**src/hw/cmp_ctrl_pkg.sv**
```systemverilog
// Purpose: Shared constants for the voltage comparator control block
// Assumes: APB slave with 32-bit data, one aligned word per register
// Notes:   Offsets are byte addresses inside the block's window

package cmp_ctrl_pkg;

  // ---------------------------------------------------------------
  // Bus geometry and register map
  // ---------------------------------------------------------------
  localparam int          ADDR_W        = 12;
  localparam int          DATA_W        = 32;
  localparam int          CTRL_W        = 16;
  localparam int          STRB_W        = DATA_W / 8;
  localparam logic [11:0] CTRL_OFFSET   = 12'h000;
  localparam logic [11:0] STATUS_OFFSET = 12'h004;

  // ---------------------------------------------------------------
  // Control register field positions and reset value
  // ---------------------------------------------------------------
  localparam int              EN_BIT     = 10;
  localparam int              NEG_LSB    = 8;
  localparam int              ROUTE_LSB  = 6;
  localparam int              POL_BIT    = 5;
  localparam int              RESP_LSB   = 3;
  localparam int              HYST_BIT   = 2;
  localparam int              RISE_BIT   = 1;
  localparam int              FALL_BIT   = 0;
  localparam int              LO_LANE    = 0;
  localparam int              HI_LANE    = 1;
  localparam logic [CTRL_W-1:0] CTRL_RESET = 16'h0000;

  // ---------------------------------------------------------------
  // Status register field positions
  // ---------------------------------------------------------------
  localparam int STAT_RAW_BIT = 0;
  localparam int STAT_RES_BIT = 1;

  // ---------------------------------------------------------------
  // Field encodings
  // ---------------------------------------------------------------
  localparam logic [1:0] NEG_HALF_SUPPLY = 2'h0;
  localparam logic [1:0] NEG_ADC_THREE   = 2'h1;
  localparam logic [1:0] NEG_DAC_ZERO    = 2'h2;
  localparam logic [1:0] ROUTE_PIN       = 2'h2;
  localparam logic [1:0] ROUTE_IRQ       = 2'h3;
  localparam logic [1:0] RESP_TYPICAL    = 2'h0;
  localparam logic [1:0] RESP_FAST       = 2'h3;

endpackage : cmp_ctrl_pkg

```
**src/hw/edge_sync.sv**
```systemverilog
// Purpose: Two-stage synchroniser with rise and fall detection
// Assumes: async_in is unrelated to clk
// Notes:   The first stage feeds only the second stage

`timescale 1ns/1ps

module edge_sync (
  input  wire logic clk,
  input  wire logic rst_n,
  input  wire logic clk_en,
  input  wire logic async_in,
  output logic      level,
  output logic      rise,
  output logic      fall
);

  typedef struct packed {
    logic meta;
    logic stage;
    logic prev;
  } sync_s;

  sync_s sync_r;
  sync_s sync_nxt;

  // ---------------------------------------------------------------
  // Next state
  // ---------------------------------------------------------------
  always_comb begin
    sync_nxt       = sync_r;
    sync_nxt.meta  = async_in;
    sync_nxt.stage = sync_r.meta;
    sync_nxt.prev  = sync_r.stage;
  end

  always_ff @(posedge clk or negedge rst_n) begin
    if (!rst_n) begin
      sync_r <= '0;
    end else if (clk_en) begin
      sync_r <= sync_nxt;
    end
  end

  // ---------------------------------------------------------------
  // Outputs
  // ---------------------------------------------------------------
  assign level = sync_r.stage;
  assign rise  = sync_r.stage & ~sync_r.prev;
  assign fall  = ~sync_r.stage & sync_r.prev;

endmodule : edge_sync

```
**src/hw/cmp_ctrl.sv**
```systemverilog
// Purpose: Control and status logic for an on-chip voltage comparator
// Assumes: APB slave, zero wait states, pclk at 50 MHz
// Notes:   Analog comparator output arrives asynchronously
//
// Functional notes
// RULE_01 - Bit 10 powers and enables the comparator
// RULE_02 - Bits 9:8 select the negative input source
// RULE_03 - Bits 7:6 route result to pin or IRQ
// RULE_04 - Bit 5 inverts the comparator output sense
// RULE_05 - Bits 4:3 pick typical or fast response
// RULE_06 - Bit 2 turns on comparator hysteresis
// RULE_07 - Rising edge sets bit 1; write-one clears
// RULE_08 - Falling edge sets bit 0; write-one clears
// RULE_09 - Sixteen-bit control register, resets to zero
// RULE_10 - Result feeds IRQ, logic array, ADC, pin
// RULE_11 - Upper bits zero; flags need enable, sync
// RULE_12 - Zero write keeps flag; set beats clear

`timescale 1ns/1ps

module cmp_ctrl (
  input  wire logic                               pclk,
  input  wire logic                               presetn,
  input  wire logic                               pclk_en,
  input  wire logic                               psel,
  input  wire logic                               penable,
  input  wire logic                               pwrite,
  input  wire logic [cmp_ctrl_pkg::ADDR_W-1:0]    paddr,
  input  wire logic [cmp_ctrl_pkg::DATA_W-1:0]    pwdata,
  input  wire logic [cmp_ctrl_pkg::STRB_W-1:0]    pstrb,
  output logic      [cmp_ctrl_pkg::DATA_W-1:0]    prdata,
  output logic                                    pready,
  output logic                                    pslverr,
  input  wire logic                               cmp_raw_in,
  output logic                                    cmp_enable,
  output logic      [1:0]                         neg_input_select,
  output logic      [1:0]                         response_speed,
  output logic                                    hysteresis_on,
  output logic                                    output_polarity,
  output logic                                    compare_out_pin,
  output logic                                    cmp_irq,
  output logic                                    pla_cmp_out,
  output logic                                    adc_conv_trigger
);

  // ---------------------------------------------------------------
  // State
  // ---------------------------------------------------------------
  typedef struct packed {
    logic                             enable;
    logic [1:0]                       neg_sel;
    logic [1:0]                       routing;
    logic                             polarity;
    logic [1:0]                       resp;
    logic                             hyst;
    logic                             rise_event_flag;
    logic                             fall_event_flag;
    logic [cmp_ctrl_pkg::DATA_W-1:0]  rdata;
    logic                             pin;
    logic                             irq;
    logic                             pla;
    logic                             result_prev;
    logic                             trig;
  } ctrl_s;

  ctrl_s ctrl_r;
  ctrl_s ctrl_nxt;

  logic raw_level;
  logic raw_rise;
  logic raw_fall;

  logic hit_ctrl;
  logic hit_status;
  logic setup_phase;
  logic wr_access;
  logic result;

  logic [cmp_ctrl_pkg::CTRL_W-1:0] ctrl_view;
  logic [cmp_ctrl_pkg::DATA_W-1:0] status_view;

  // ---------------------------------------------------------------
  // Comparator output synchroniser
  // ---------------------------------------------------------------
  // RULE_11 sync before use
  edge_sync u_raw_sync (
    .clk      (pclk),
    .rst_n    (presetn),
    .clk_en   (pclk_en),
    .async_in (cmp_raw_in),
    .level    (raw_level),
    .rise     (raw_rise),
    .fall     (raw_fall)
  );

  // ---------------------------------------------------------------
  // Bus decode
  // ---------------------------------------------------------------
  assign hit_ctrl    = (paddr == cmp_ctrl_pkg::CTRL_OFFSET);
  assign hit_status  = (paddr == cmp_ctrl_pkg::STATUS_OFFSET);
  assign setup_phase = psel & ~penable;
  assign wr_access   = psel & penable & pwrite & hit_ctrl;

  // Answer waits while the clock enable holds state frozen
  assign pready  = pclk_en;
  assign pslverr = psel & penable & ~(hit_ctrl | hit_status);

  // ---------------------------------------------------------------
  // Register views
  // ---------------------------------------------------------------
  // RULE_11 upper bits zero
  always_comb begin
    ctrl_view = '0;
    ctrl_view[cmp_ctrl_pkg::EN_BIT] = ctrl_r.enable;
    ctrl_view[cmp_ctrl_pkg::NEG_LSB+1:cmp_ctrl_pkg::NEG_LSB] =
      ctrl_r.neg_sel;
    ctrl_view[cmp_ctrl_pkg::ROUTE_LSB+1:cmp_ctrl_pkg::ROUTE_LSB] =
      ctrl_r.routing;
    ctrl_view[cmp_ctrl_pkg::POL_BIT] = ctrl_r.polarity;
    ctrl_view[cmp_ctrl_pkg::RESP_LSB+1:cmp_ctrl_pkg::RESP_LSB] =
      ctrl_r.resp;
    ctrl_view[cmp_ctrl_pkg::HYST_BIT] = ctrl_r.hyst;
    ctrl_view[cmp_ctrl_pkg::RISE_BIT] = ctrl_r.rise_event_flag;
    ctrl_view[cmp_ctrl_pkg::FALL_BIT] = ctrl_r.fall_event_flag;
  end

  always_comb begin
    status_view = '0;
    status_view[cmp_ctrl_pkg::STAT_RAW_BIT] = raw_level;
    status_view[cmp_ctrl_pkg::STAT_RES_BIT] = result;
  end

  // ---------------------------------------------------------------
  // Comparator result
  // ---------------------------------------------------------------
  // RULE_04 polarity inversion
  assign result = ctrl_r.enable & (raw_level ^ ctrl_r.polarity);

  // ---------------------------------------------------------------
  // Next state
  // ---------------------------------------------------------------
  always_comb begin
    ctrl_nxt = ctrl_r;

    // Read data is captured in the setup cycle
    if (setup_phase) begin
      if (hit_ctrl) begin
        ctrl_nxt.rdata = {{(cmp_ctrl_pkg::DATA_W
                            - cmp_ctrl_pkg::CTRL_W){1'b0}}, ctrl_view};
      end else if (hit_status) begin
        ctrl_nxt.rdata = status_view;
      end else begin
        ctrl_nxt.rdata = '0;
      end
    end

    // Configuration fields, upper byte lane
    if (wr_access && pstrb[cmp_ctrl_pkg::HI_LANE]) begin
      // RULE_01 enable bit
      ctrl_nxt.enable  = pwdata[cmp_ctrl_pkg::EN_BIT];
      // RULE_02 negative input select
      ctrl_nxt.neg_sel =
        pwdata[cmp_ctrl_pkg::NEG_LSB+1:cmp_ctrl_pkg::NEG_LSB];
    end

    // Configuration fields, lower byte lane
    if (wr_access && pstrb[cmp_ctrl_pkg::LO_LANE]) begin
      // RULE_03 routing field
      ctrl_nxt.routing  =
        pwdata[cmp_ctrl_pkg::ROUTE_LSB+1:cmp_ctrl_pkg::ROUTE_LSB];
      // RULE_04 polarity bit
      ctrl_nxt.polarity = pwdata[cmp_ctrl_pkg::POL_BIT];
      // RULE_05 response field
      ctrl_nxt.resp     =
        pwdata[cmp_ctrl_pkg::RESP_LSB+1:cmp_ctrl_pkg::RESP_LSB];
      // RULE_06 hysteresis bit
      ctrl_nxt.hyst     = pwdata[cmp_ctrl_pkg::HYST_BIT];
      // RULE_07 write-one clear
      if (pwdata[cmp_ctrl_pkg::RISE_BIT]) begin
        ctrl_nxt.rise_event_flag = 1'b0;
      end
      // RULE_08 write-one clear
      if (pwdata[cmp_ctrl_pkg::FALL_BIT]) begin
        ctrl_nxt.fall_event_flag = 1'b0;
      end
    end

    // RULE_12 set beats clear
    // RULE_11 only while enabled
    if (ctrl_r.enable && raw_rise) begin
      // RULE_07 rising edge sets
      ctrl_nxt.rise_event_flag = 1'b1;
    end
    if (ctrl_r.enable && raw_fall) begin
      // RULE_08 falling edge sets
      ctrl_nxt.fall_event_flag = 1'b1;
    end

    // RULE_03 pin and IRQ routing
    ctrl_nxt.pin = result & (ctrl_r.routing == cmp_ctrl_pkg::ROUTE_PIN);
    ctrl_nxt.irq = result & (ctrl_r.routing == cmp_ctrl_pkg::ROUTE_IRQ);

    // RULE_10 logic array and ADC trigger
    ctrl_nxt.pla         = result;
    ctrl_nxt.result_prev = result;
    ctrl_nxt.trig        = result & ~ctrl_r.result_prev;
  end

  // ---------------------------------------------------------------
  // State register
  // ---------------------------------------------------------------
  // RULE_09 reset to zero
  always_ff @(posedge pclk or negedge presetn) begin
    if (!presetn) begin
      ctrl_r <= '0;
    end else if (pclk_en) begin
      ctrl_r <= ctrl_nxt;
    end
  end

  // ---------------------------------------------------------------
  // Outputs
  // ---------------------------------------------------------------
  // RULE_01 analog power and enable
  assign cmp_enable       = ctrl_r.enable;
  // RULE_02 analog input mux
  assign neg_input_select = ctrl_r.neg_sel;
  // RULE_05 analog speed setting
  assign response_speed   = ctrl_r.resp;
  // RULE_06 analog hysteresis
  assign hysteresis_on    = ctrl_r.hyst;
  assign output_polarity  = ctrl_r.polarity;
  assign compare_out_pin  = ctrl_r.pin;
  assign cmp_irq          = ctrl_r.irq;
  assign pla_cmp_out      = ctrl_r.pla;
  assign adc_conv_trigger = ctrl_r.trig;
  assign prdata           = ctrl_r.rdata;

endmodule : cmp_ctrl

```
**config.mk**
```make
export PLATFORM = sky130hd
export DESIGN_NAME = cmp_ctrl
export DESIGN_NICKNAME = d
export VERILOG_FILES = /design/src/hw/cmp_ctrl_pkg.sv /design/src/hw/edge_sync.sv /design/src/hw/cmp_ctrl.sv
export SDC_FILE = /design/constraint.sdc
export NUM_CORES = 1
export LEC_CHECK = 0
export BUFFER_PORTS_ARGS = -buffer_cell sky130_fd_sc_hd__buf_4
export CORE_ASPECT_RATIO = 2
export CORE_UTILIZATION = 42
export CTS_CLUSTER_DIAMETER = 30
export DETAILED_ROUTE_END_ITERATION = 8
export PLACE_DENSITY = 0.8
export SYNTH_ARGS = -nofsm -noshare
export SYNTH_HDL_FRONTEND = slang
export SYNTH_SLANG_ARGS = --single-unit
```
**constraint.sdc**
```tcl
create_clock -name pclk -period 1.4 [get_ports pclk]
set_input_delay 0.14 -clock pclk [delete_from_list [all_inputs] [get_ports pclk]]
set_output_delay 0.14 -clock pclk [all_outputs]
set_load 0.01 [all_outputs]
```
==> results of run 1 <==
==> how the worst min path moves through the flow <==
stage,from,to,slack (ps),cells after the start
finish,pwdata[9],neg_input_select[1],70,2
global route,pwdata[9],neg_input_select[1],80,2
CTS,pwdata[9],neg_input_select[1],70,2
detailed placement,presetn,compare_out_pin,80,1
global placement,presetn,compare_out_pin,70,1
floorplan,presetn,adc_conv_trigger,-160,0
==> logic make-up (layout without fill, tap and decap cells) <==
| group | after synthesis | in the layout |
|---|---|---|
| other | 1 | 21 |
| AND/OR/NAND/NOR | 23 | 23 |
| AO/OA/AOI/OAI | 15 | 15 |
| buffers and inverters | 41 | 70 |
| XOR/XNOR | 1 | 1 |
| flip-flops | 29 | 29 |
| multiplexers | 16 | 16 |
==> through the flow <==
stage                     TNS, ps  total power [W]  std cells  util [%]
final                           0          0.00180        223      56.6
after detailed placement     -660          0.00106        214      53.3
after global placement       -178          0.00105        214      53.3
after CTS                       0          0.00182        223      56.6
after floorplan                 0         0.000988        146         -
after global routing            0          0.00187        223      56.6
==> registers in the layout (all words and copies together), names as in the netlist <==
register             cells
response_speed           2
ctrl_r                   5
u_raw_sync.level         1
output_polarity          1
cmp_enable               1
u_raw_sync.sync_r        1
neg_input_select         2
prdata                  11
cmp_irq                  1
hysteresis_on            1
u_raw_sync.sync_nxt      1
compare_out_pin          1
adc_conv_trigger         1
==> critical path: cells and delay by family <==
kind	cells	cell delay (ps)
buffers and inverters	2	250
and+or+nand+nor	3	770
==> layout make-up <==
class | count | area share, %
Sequential cell | 29 | 37.5
Multi-Input combinational cell | 76 | 30.3
Timing Repair Buffer | 60 | 23.4
Clock buffer | 7 | 4.98
Tap cell | 48 | 3.11
Inverter | 2 | 0.388
Clock inverter | 1 | 0.259
==> layout by cell type (no fill, tap or decap), drive strengths merged <==
master	n
nand3b	2
dlygate4sd3	1
a22o	9
nand2	3
mux2	14
o31ai	2
dfrtp	29
nor2b	2
clkinv	1
nand3	4
xor2	1
nand4	3
and2	1
conb	21
buf	59
o21ai	1
nor4	2
clkbuf	7
nor2	2
inv	2
o22ai	1
a32o	2
mux2i	2
and3	2
nor3	2
==> cell usage after synthesis, types with 2 or more instances <==
master / number
sky130_fd_sc_hd__a22o_1: 9
sky130_fd_sc_hd__nor4_2: 2
sky130_fd_sc_hd__dfrtp_1: 29
sky130_fd_sc_hd__mux2_4: 7
sky130_fd_sc_hd__o31ai_1: 2
sky130_fd_sc_hd__nand3b_1: 2
sky130_fd_sc_hd__mux2_2: 5
sky130_fd_sc_hd__inv_1: 2
sky130_fd_sc_hd__nand4_1: 3
sky130_fd_sc_hd__mux2_1: 2
sky130_fd_sc_hd__buf_4: 37
sky130_fd_sc_hd__nor2_1: 2
sky130_fd_sc_hd__a32o_1: 2
sky130_fd_sc_hd__nand2_1: 3
sky130_fd_sc_hd__mux2i_1: 2
sky130_fd_sc_hd__nor2b_1: 2
sky130_fd_sc_hd__nand3_1: 2
==> what timing repair did <==
action,4_1_cts,5_1_grt
hold buffers,1,0
endpoints found under the setup margin,0,0
buffers inserted,0,0
endpoints found under the hold margin,29,0
==> where the power goes <==
part | switching, W | internal, W | leakage (nW)
Combinational | 0.0000902 | 0.0000879 | 0.570
Clock | 0.000312 | 0.000443 | 0.0542
Sequential | 0.0000126 | 0.000851 | 0.399
Total | 0.000415 | 0.00138 | 1.02
==> layer usage <==
layer,up-vias,wire length [µm],GRT usage [%]
li1,484,-,-
met1,527,1150,19.3
met2,49,1850,30.7
met3,6,161,4.36
met4,0,63,9.09
met5,-,0,0
==> results.md, run 1 <==
* Outcome: complete, no violations
* Launching element of the worst setup path: paddr[6]
* Pin count of the biggest net entering global routing at 30
* Final number of setup-violating endpoints at 0
* Max Fanout on Critical Path at 3
* Pre-CTS worst setup slack at -64.1 ps
* Instance area after placement at 1820 µm²
* R2R setup slack at 170 ps
* Final Routed Wirelength at 3220 µm
* I/O pin cnt at 100
* Layout-stage area growth over the synthesis result at 26.4%
* Post-Synthesis Cells at 126
* PostCTS Resize Cnt at 0
* Path type of the worst setup path: in2out
* Highest cell delay on the worst timing path at 290 ps
* Number of violations of the max-capacitance limit at 0
* Root buf cell: sky130_fd_sc_hd__clkbuf_8
* Adder-cell share of the synthesized area at 0%
* Number of detailed-routing iterations run before antenna repair at 4
* Unrepaired setup endpoints after global routing: false
* Required time of the critical path at 1260 ps
* Number of fill cells at 287
* Synth Area in Compound Gates at 8.18%
* Clock insertion delay at the later pin of the skew report at 280 ps
* Die span in y at 87.3 µm
* FMAX at 0.773 GHz
* RR Endpoint: prdata[1]
* DRC violation count after routing at 0
* Warnings, synthesis at 0
* Fraction of final layout cells sized beyond drive strength 1 at 48.6%
* Number of diodes added for antenna fixing at 0
* Nets@finish at 229
* Smallest setup slack after layout at 107 ps
* Most prevalent standard cell on the critical path: sky130_fd_sc_hd__buf_4
* Cell Pwr Density at 930 nW/µm²
* Fin. Hold Viols at 0
* Number of pins with negative max-slew slack in the final report at 0
* Port Buf Inserts at 55
* Xor-xnor portion of the synthesized cell area at 0.573%
* Static Leakage at 1.02 nW
* Routed WL per cell at 14.4 µm
* Arrival time worst endpoint at 1150 ps
* Number of rows in the core area at 30
* Number of H-tree levels at 2
* Total number of clock tree sinks at 29
* Portion of synthesized cell area occupied by the leading cell type at 47.5%
* Clock-pin slew on the worst setup and hold paths at 60 ps
* Maximum count of clock buffers along a single path at 2
* Die X-Extent at 44.7 µm
* Capturing element of the worst setup path: pslverr
* CTS tree: built
* Startpoint type of the worst setup path: input port
* Avg Cell Area, Syn at 12.1 µm²
* Worst hold-check path type: in2reg
* Global-route wire length before repair at 5060 µm
* Main combinational cell family by area after synthesis: buffers and inverters
* Combined area of all synthesized cells at 1530 µm²
* Hold_ws at 72.1 ps
* Via count of the first global-routing pass at 1081
* Share of synthesized area spent on multiplexers at 13.3%
* Die area at 3900 µm²
* Gp weighted congestion at 0.859
* Grt total ovfl at 0
* Library cell occupying the most area in the post-synthesis netlist: sky130_fd_sc_hd__dfrtp_1
* Total area of multi-input combinational cells at 586 µm²
* Core area at 3420 µm²
* Sum of net half-perimeters after detailed placement at 2490 µm
* Simple-Gate Fraction of Synth Area at 11.0%
* CP cell instances: buf_4, nor4_2, nand3_1, and3_1, buf_4
* EDFF count, synth at 0
* Vias at 1066
* Post-Layout Inst Area at 1930 µm²
* Initial antenna violation count at 0
* Starting density of the core at 44.8%
* Largest cells by area after synthesis: sky130_fd_sc_hd__dfrtp_1 47%, sky130_fd_sc_hd__buf_4 18%, sky130_fd_sc_hd__mux2_4 6.9%
* Worst-case vdd ir drop at 1090 µV
* Post-DR vias/cell at 4.78
* Seq cells post-synth at 29
* Fraction of registers with async set or reset after synthesis at 100%
* Register area at 726 µm²
* Setup clock skew after layout at 6.34 ps
* Sequential cell area fraction in the yosys report at 47.5%
* Slowest stage cell, crit path: sky130_fd_sc_hd__nor4_2
* Cell variety after synth at 30
* Detailed router's first-iteration violation count at 24
* Period utilization at 92.4%
* FF-to-FF Start: u_raw_sync.level
* Antenna Nets Post-Route at 0
* Total CTS buffers at 5
* Setup crit end kind: primary output
* Dominant synthesized flop cell: sky130_fd_sc_hd__dfrtp_1
* Worst Reg-to-Reg Cells at 4
* Min Clock Period, post-route at 1290 ps
* Overall routing resource usage at 17.8%
(Power assumes the default switching activity.)
==> inputs of run 2 (changes only) <==
SYNTH_HIERARCHICAL = 1   (was unset)
==> run 2 against run 1 <==
  * Clock power barely moved
  * Setup slack gained 19 ps
  * Hold slack gained 15 ps
  * Non-clock buffer count increased by 1
  * Core utilization increased by 0.15 points
  * Critical path type unchanged
  * Global-route usage rose by 0.79 points
==> results.md, run 2 <==
* Part of the power in the clock network at 42.0% (about the same)
* Maximum count of clock buffers along a single path at 2 (unchanged)
* Fin. Hold Viols at 0 (unchanged)
* Number of detailed-routing iterations run before antenna repair at 4 (unchanged)
* FMAX at 0.785 GHz (+1.5%)
* Nets@finish at 233 (+1.7%)
* Clock insertion delay at the later pin of the skew report at 280 ps (about the same)
* Met1 Usage GRT at 17.9% (-1.4 points)
* Combinational power share at 9.8% (about the same)
* Number of diodes added for antenna fixing at 0 (unchanged)
* Worst hold-check path type: in2reg
* Global-route layer with the greatest usage: met2
* Critical hold path startpoint: pwdata[4]
* Met3 capacity usage during global routing at 3.94% (-0.41 points)
* Number of pins with negative max-slew slack in the final report at 0 (unchanged)
* Sequential cell area fraction in the yosys report at 47.4% (about the same)
* Root buf cell: sky130_fd_sc_hd__clkbuf_8
* Number of hold-repair buffers added at the cts stage at 1 (unchanged)
* Port Buf Inserts at 55 (unchanged)
* Overall routing resource usage at 18.6% (+0.79 points)
* Arrival time worst endpoint at 1130 ps (-20 ps)
* Period utilization at 91.0% (-1.4 points)
* R2R setup slack at 180 ps (about the same)
* Cell with the most instances after synthesis: sky130_fd_sc_hd__buf_4
* Die X-Extent at 44.7 µm (about the same)
* I/O pin cnt at 100 (unchanged)
* Clock-pin slew on the worst setup and hold paths at 70 ps (about the same)
* Total CTS buffers at 5 (unchanged)
* Met2 layer usage reported by global route at 35.4% (+4.7 points)
* Commonest non-fill, non-tap cells in the layout: 60 x sky130_fd_sc_hd__buf_4, 29 x sky130_fd_sc_hd__dfrtp_1, 21 x sky130_fd_sc_hd__conb_1, 9 x sky130_fd_sc_hd__a22o_1, 7 x sky130_fd_sc_hd__clkbuf_8
* Part of the power in registers at 48.1% (about the same)
* Cell variety after synth at 29 (-3.3%)
* Top cell types by occurrence after synthesis: 38 x sky130_fd_sc_hd__buf_4, 29 x sky130_fd_sc_hd__dfrtp_1, 9 x sky130_fd_sc_hd__a22o_1
* Warnings, synthesis at 6 (+6)
* Setup clock skew after layout at 5.69 ps (-0.653 ps)
* Gp weighted congestion at 0.777 (-9.5%)
* Core area at 3420 µm² (unchanged)
* Min Clock Period, post-route at 1270 ps (-19.0 ps)
* EDFF count, synth at 0 (unchanged)
* Global-route wire length before repair at 5340 µm (+5.6%)
* Count of non-filler cells in the finished layout at 227 (+1.8%)
* Combined area of all synthesized cells at 1530 µm² (about the same)
* Initial antenna violation count at 0 (unchanged)
* Seq cells post-synth at 29 (unchanged)
* Antenna Nets Post-Route at 0 (unchanged)
* Portion of synthesized cell area occupied by the leading cell type at 47.4% (about the same)
* Sum of net half-perimeters after detailed placement at 2510 µm (+0.73%)
* Post CTS Setup Buffer Count at 0 (unchanged)
* Total number of clock tree sinks at 29 (unchanged)
* Internal power summed over all cells at 0.00138 W (-0.18%)
* Number of H-tree levels at 2 (unchanged)
* Die area at 3900 µm² (about the same)
* Hold_ws at 86.8 ps (+14.7 ps)
* Sw power at 0.000415 W (about the same)
* Max Fanout on Critical Path at 3 (unchanged)
* Static Leakage at 1.02 nW (-0.72%)
* Vias at 1081 (+1.4%)
* Post-DR vias/cell at 4.76 (-0.38%)
* Worst-case vdd ir drop at 792 µV (-27%)
* Final Routed Wirelength at 3120 µm (-3.0%)
* Outcome: complete, no violations
* Post-Synthesis Cells at 129 (+2.4%)
* Unrepaired setup endpoints after global routing: false
* Setup crit end kind: primary output
* Pin count of the biggest net entering global routing at 30 (unchanged)
* Dominant synthesized flop cell: sky130_fd_sc_hd__dfrtp_1
* FF-to-FF Start: output_polarity
* Avg Cell Area, Syn at 11.9 µm² (-2.2%)
* Path type of the worst setup path: in2out
* Die span in y at 87.4 µm (about the same)
* Largest cells by area after synthesis: sky130_fd_sc_hd__dfrtp_1 47%, sky130_fd_sc_hd__buf_4 19%, sky130_fd_sc_hd__mux2_4 5.9%
* Routed WL per cell at 13.8 µm (-4.7%)
* Layout-stage area growth over the synthesis result at 26.7%
* Flip-flop count of the largest register, all copies and words added at 11 (unchanged)
* PostCTS Resize Cnt at 0 (unchanged)
* Most common cell after layout, fill and taps aside: sky130_fd_sc_hd__buf_4
* Startpoint type of the worst setup path: input port
* Total instance count after detailed placement at 218 (+1.9%)
* Launching element of the worst setup path: paddr[9]
* CTS tree: built
* Starting density of the core at 44.8% (about the same)
* Via count of the first global-routing pass at 1238 (+15%)
* Required time of the critical path at 1260 ps (about the same)
* Number of rows in the core area at 30 (unchanged)
* Cell Pwr Density at 926 nW/µm² (-0.38%)
* Detailed router's first-iteration violation count at 7 (-71%)
* Fraction of final layout cells sized beyond drive strength 1 at 48.6% (about the same)
* Fraction of registers with async set or reset after synthesis at 100% (unchanged)
* DRC violation count after routing at 0 (unchanged)
* Library cell occupying the most area in the post-synthesis netlist: sky130_fd_sc_hd__dfrtp_1
* Grt total ovfl at 0 (unchanged)
* Final number of setup-violating endpoints at 0 (unchanged)
* Share of total power consumed by net switching at 23.1% (+0.050 points)
* Number of violations of the max-capacitance limit at 0 (unchanged)
==> run 2: per-stage QoR <==
stage	util [%]	worst slack [ps]	setup TNS, ps	cell area (µm²)	power [W]
CTS	56.7	114	0	1940	0.00181
detailed placement	53.5	-66.0	-449	1830	0.00105
floorplan	-	154	0	1610	0.000990
finish	56.7	126	0	1940	0.00180
global placement	53.5	-20.9	-121	1830	0.00105
global route	56.7	19.4	0	1940	0.00186
==> run 2: cells by family (layout without fill, tap and decap cells) <==
| kind of cell | count (synthesis) | count (layout) | share of synthesized area, % |
|---|---|---|---|
| flops | 29 | 29 | 47.4 |
| other cells | 1 | 21 | 0.245 |
| xor+xnor | 1 | 1 | 0.572 |
| buf+inv | 43 | 73 | 19.9 |
| simple gates | 24 | 24 | 11.6 |
| compound gates | 18 | 18 | 9.32 |
| mux | 13 | 13 | 11.0 |
==> run 2: critical path: stages <==
cell                     delay, ps
sky130_fd_sc_hd__buf_4         110
sky130_fd_sc_hd__nor4_2        310
sky130_fd_sc_hd__and3_4        270
sky130_fd_sc_hd__buf_4         120
sky130_fd_sc_hd__nor2_1         40
sky130_fd_sc_hd__buf_4         130
==> run 2: worst paths after layout <==
check / cells after the start / to
min in group asynchronous: 2 / ctrl_r[43]
hold / removal: 2 / response_speed[1]
max in group asynchronous: 2 / prdata[0]
setup / recovery: 6 / pslverr
hold reg to reg: 1 / ctrl_r[37]
setup reg to reg: 4 / cmp_irq
==> run 2: area by class of cell <==
cell class | count | area [µm²]
Inverter | 4 | 15.0
Fill cell | 322 | 1480
Timing Repair Buffer | 61 | 460
Sequential cell | 29 | 726
Clock inverter | 1 | 5.00
Clock buffer | 7 | 96.3
Tap cell | 48 | 60.1
Multi-Input combinational cell | 77 | 576
==> run 2: layer usage <==
metal	share of wire, %	up-vias
met2	62	51
met5	0	-
met3	4.4	4
met4	1.3	0
met1	32	536
li1	-	490
==> run 2: power groups by stage <==
stage               combinational [W]  clock [W]  sequential (W)
finish                       0.000176   0.000754        0.000864
global route                 0.000196   0.000799        0.000867
CTS                          0.000176   0.000772        0.000864
detailed placement           0.000173          0        0.000880
global placement             0.000167          0        0.000879
floorplan                    0.000115          0        0.000876
==> inputs of run 3 (changes only) <==
--- a/config.mk
+++ b/config.mk
@@ -8,8 +8,9 @@
 export BUFFER_PORTS_ARGS = -buffer_cell sky130_fd_sc_hd__buf_4
 export CORE_ASPECT_RATIO = 2
-export CORE_UTILIZATION = 42
+export CORE_UTILIZATION = 43
+export CTS_BUF_LIST = sky130_fd_sc_hd__clkbuf_4 sky130_fd_sc_hd__clkbuf_8
 export CTS_CLUSTER_DIAMETER = 30
 export DETAILED_ROUTE_END_ITERATION = 8
-export PLACE_DENSITY = 0.8
+export PLACE_DENSITY = 0.82
 export SYNTH_ARGS = -nofsm -noshare
 export SYNTH_HDL_FRONTEND = slang
==> constraint.sdc (replaced) <==
create_clock -name pclk -period 1.4 [get_ports pclk]
set_input_delay 0.14 -clock pclk [delete_from_list [all_inputs] [get_ports pclk]]
set_output_delay 0.14 -clock pclk [all_outputs]
set_load 0.1 [all_outputs]
==> run 3 against run 2 <==
  * Sequential power barely moved
  * Non-clock buffer count rose by 4
  * Cell count fell by 5.7%
  * Global-route usage fell by 0.15 points
  * Critical path depth did not move
  * Design area rose by 1.7%
  * Count of clock-buffer cells in the layout did not move
  * Clock power fell by 7.0%
==> results.md, run 3 (synthesized netlist as in run 2, its figures left out) <==
* Top cell family by delay on the critical path: simple AND/OR/NAND/NOR gates
* Total CTS buffers at 5 (unchanged)
* Die area at 3820 µm² (-2.2%)
* Nets@finish at 237 (+1.7%)
* Sum of net half-perimeters after detailed placement at 2390 µm (-4.8%)
* Pre-CTS worst setup slack at -61.5 ps (+4.49 ps)
* Hold_ws at 87.7 ps (+0.942 ps)
* Crit path buf inv count at 3 (unchanged)
* Required time of the critical path at 1260 ps (about the same)
* Core area at 3380 µm² (-1.1%)
* FMAX at 0.769 GHz (-2.0%)
* Fin. Hold Viols at 0 (unchanged)
* Detailed router's first-iteration violation count at 19 (+12)
* Root buf cell: sky130_fd_sc_hd__clkbuf_8
* Most prevalent standard cell on the critical path: sky130_fd_sc_hd__buf_4
* Number of H-tree levels at 2 (unchanged)
* Total area of multi-input combinational cells at 596 µm² (+3.5%)
* Clock-pin slew on the worst setup and hold paths at 60 ps (about the same)
* Setup crit end kind: primary output
* Slowest stage cell, crit path: sky130_fd_sc_hd__nor4_4
* Worst-case vdd ir drop at 691 µV (-13%)
* Global-route wire length before repair at 5220 µm (-2.2%)
* Highest cell delay on the worst timing path at 280 ps (-30 ps)
* Worst hold-check path type: in2reg
* Commonest non-fill, non-tap cells in the layout: 63 x sky130_fd_sc_hd__buf_4, 27 x sky130_fd_sc_hd__dfrtp_1, 21 x sky130_fd_sc_hd__conb_1, 9 x sky130_fd_sc_hd__a22o_1
* Unrepaired setup endpoints after global routing: false
* Starting density of the core at 45.3% (+0.50 points)
* CTS tree: built
* Overall routing resource usage at 18.4% (-0.15 points)
* Outcome: complete, no violations
* Routed WL per cell at 14.2 µm (+3.1%)
* I/O pin cnt at 100 (unchanged)
* Number of diodes added for antenna fixing at 0 (unchanged)
* Most common cell after layout, fill and taps aside: sky130_fd_sc_hd__buf_4
* Setup clock skew after layout at 3.66 ps (-2.03 ps)
* Arrival time worst endpoint at 1160 ps (+30 ps)
* Max Fanout on Critical Path at 3 (unchanged)
* Cell Pwr Density at 1010 nW/µm² (+9.1%)
* Gp weighted congestion at 0.793 (+2.0%)
* Period utilization at 92.8% (+1.8 points)
* Final Routed Wirelength at 3040 µm (-2.8%)
* Path type of the worst setup path: in2out
* Antenna Nets Post-Route at 0 (unchanged)
* Static Leakage at 1.03 nW (+1.5%)
* Total number of clock tree sinks at 29 (unchanged)
* CP cell instances: buf_4, nor4_4, and3_4, buf_4, nor2_2, buf_4
* DRC violation count after routing at 0 (unchanged)
* Number of violations of the max-capacitance limit at 0 (unchanged)
* Min Clock Period, post-route at 1300 ps (+25.6 ps)
* Pin count of the biggest net entering global routing at 30 (unchanged)
* Final number of setup-violating endpoints at 0 (unchanged)
* Die X-Extent at 44.2 µm (-1.1%)
* Number of rows in the core area at 30 (unchanged)
* Via count of the first global-routing pass at 1194 (-3.6%)
* Fraction of final layout cells sized beyond drive strength 1 at 51.1% (+2.5 points)
* Vias at 1068 (-1.2%)
* Die span in y at 86.4 µm (-1.1%)
* Maximum count of clock buffers along a single path at 2 (unchanged)
* Startpoint type of the worst setup path: input port
* Number of detailed-routing iterations run before antenna repair at 6 (+2)
* Grt total ovfl at 0 (unchanged)
* Number of fill cells at 284 (-12%)
* Initial antenna violation count at 0 (unchanged)
* Port Buf Inserts at 55 (unchanged)
* Post-DR vias/cell at 4.99 (+4.8%)
* Register area at 728 µm² (+0.34%)
* Clock insertion delay at the later pin of the skew report at 280 ps (about the same)
* Flip-flop count of the largest register, all copies and words added at 11 (unchanged)
* Smallest setup slack after layout at 100 ps (-25.6 ps)
* Number of pins with negative max-slew slack in the final report at 0 (unchanged)
* Layout-stage area growth over the synthesis result at 28.9%
* Final sum of negative setup slack at 0 ps (unchanged)
## run 3: routing by layer
metal  routed length [µm]  part of all wire (%)  vias to the layer above  GRT usage, %
met5                    0                     0                        -             0
met3                  176                   5.8                       10          5.83
met4                  100                   3.3                        0          9.64
met2                 1710                    56                       47          31.1
met1                 1050                    35                      515          19.7
li1                     -                     -                      496             -
## run 3: worst reg2reg max path: stages (launching register included)
cell and delay, ps:
sky130_fd_sc_hd__dfrtp_1 440, sky130_fd_sc_hd__xor2_1 270, sky130_fd_sc_hd__and3_1 220, sky130_fd_sc_hd__nand2_1 60, sky130_fd_sc_hd__o22ai_1 130
## run 3: path summary, 6_finish.rpt
check | start | endpoint | slack, ps | cells past startpoint
setup / recovery | paddr[4] | pslverr | 100 | 6
hold / removal | pwdata[5] | output_polarity | 90 | 2
setup reg to reg | u_raw_sync/level | compare_out_pin | 200 | 4
hold reg to reg | ctrl_r[1] | adc_conv_trigger | 500 | 1
max in group asynchronous | presetn | cmp_enable | 800 | 2
min in group asynchronous | presetn | prdata[10] | 320 | 2
## run 3: through the flow
stage | area (µm²) | total power (W) | util [%] | instances
finish | 1970 | 0.00199 | 58.4 | 214
global route | 1970 | 0.00207 | 58.4 | 214
CTS | 1940 | 0.00200 | 57.4 | 212
detailed placement | 1840 | 0.00130 | 54.4 | 204
global placement | 1840 | 0.00129 | 54.4 | 204
floorplan | 1610 | 0.00123 | - | 149
## run 3: power breakdown
part           leakage, nW  internal [W]  switching [W]  total, W
Combinational        0.588     0.0000910       0.000335  0.000426
Clock               0.0477      0.000408       0.000293  0.000701
Sequential           0.395      0.000852      0.0000135  0.000865
Total                 1.03       0.00135       0.000641   0.00199
## run 3: final cells by class
cell class              instances  area share, %
flip-flops and latches         29           36.9
inverters                       4          0.761
well taps                      32           2.03
repair buffers                 65           25.5
clock buffers                   7           4.57
multi-input cells              77           30.2
## run 3: repair_timing
item                       4_1_cts  5_1_grt
gates resized for setup          0        2
setup endpoints to repair        0        1
hold endpoints to repair        29        0
setup buffers                    0        2
hold buffers                     1        0
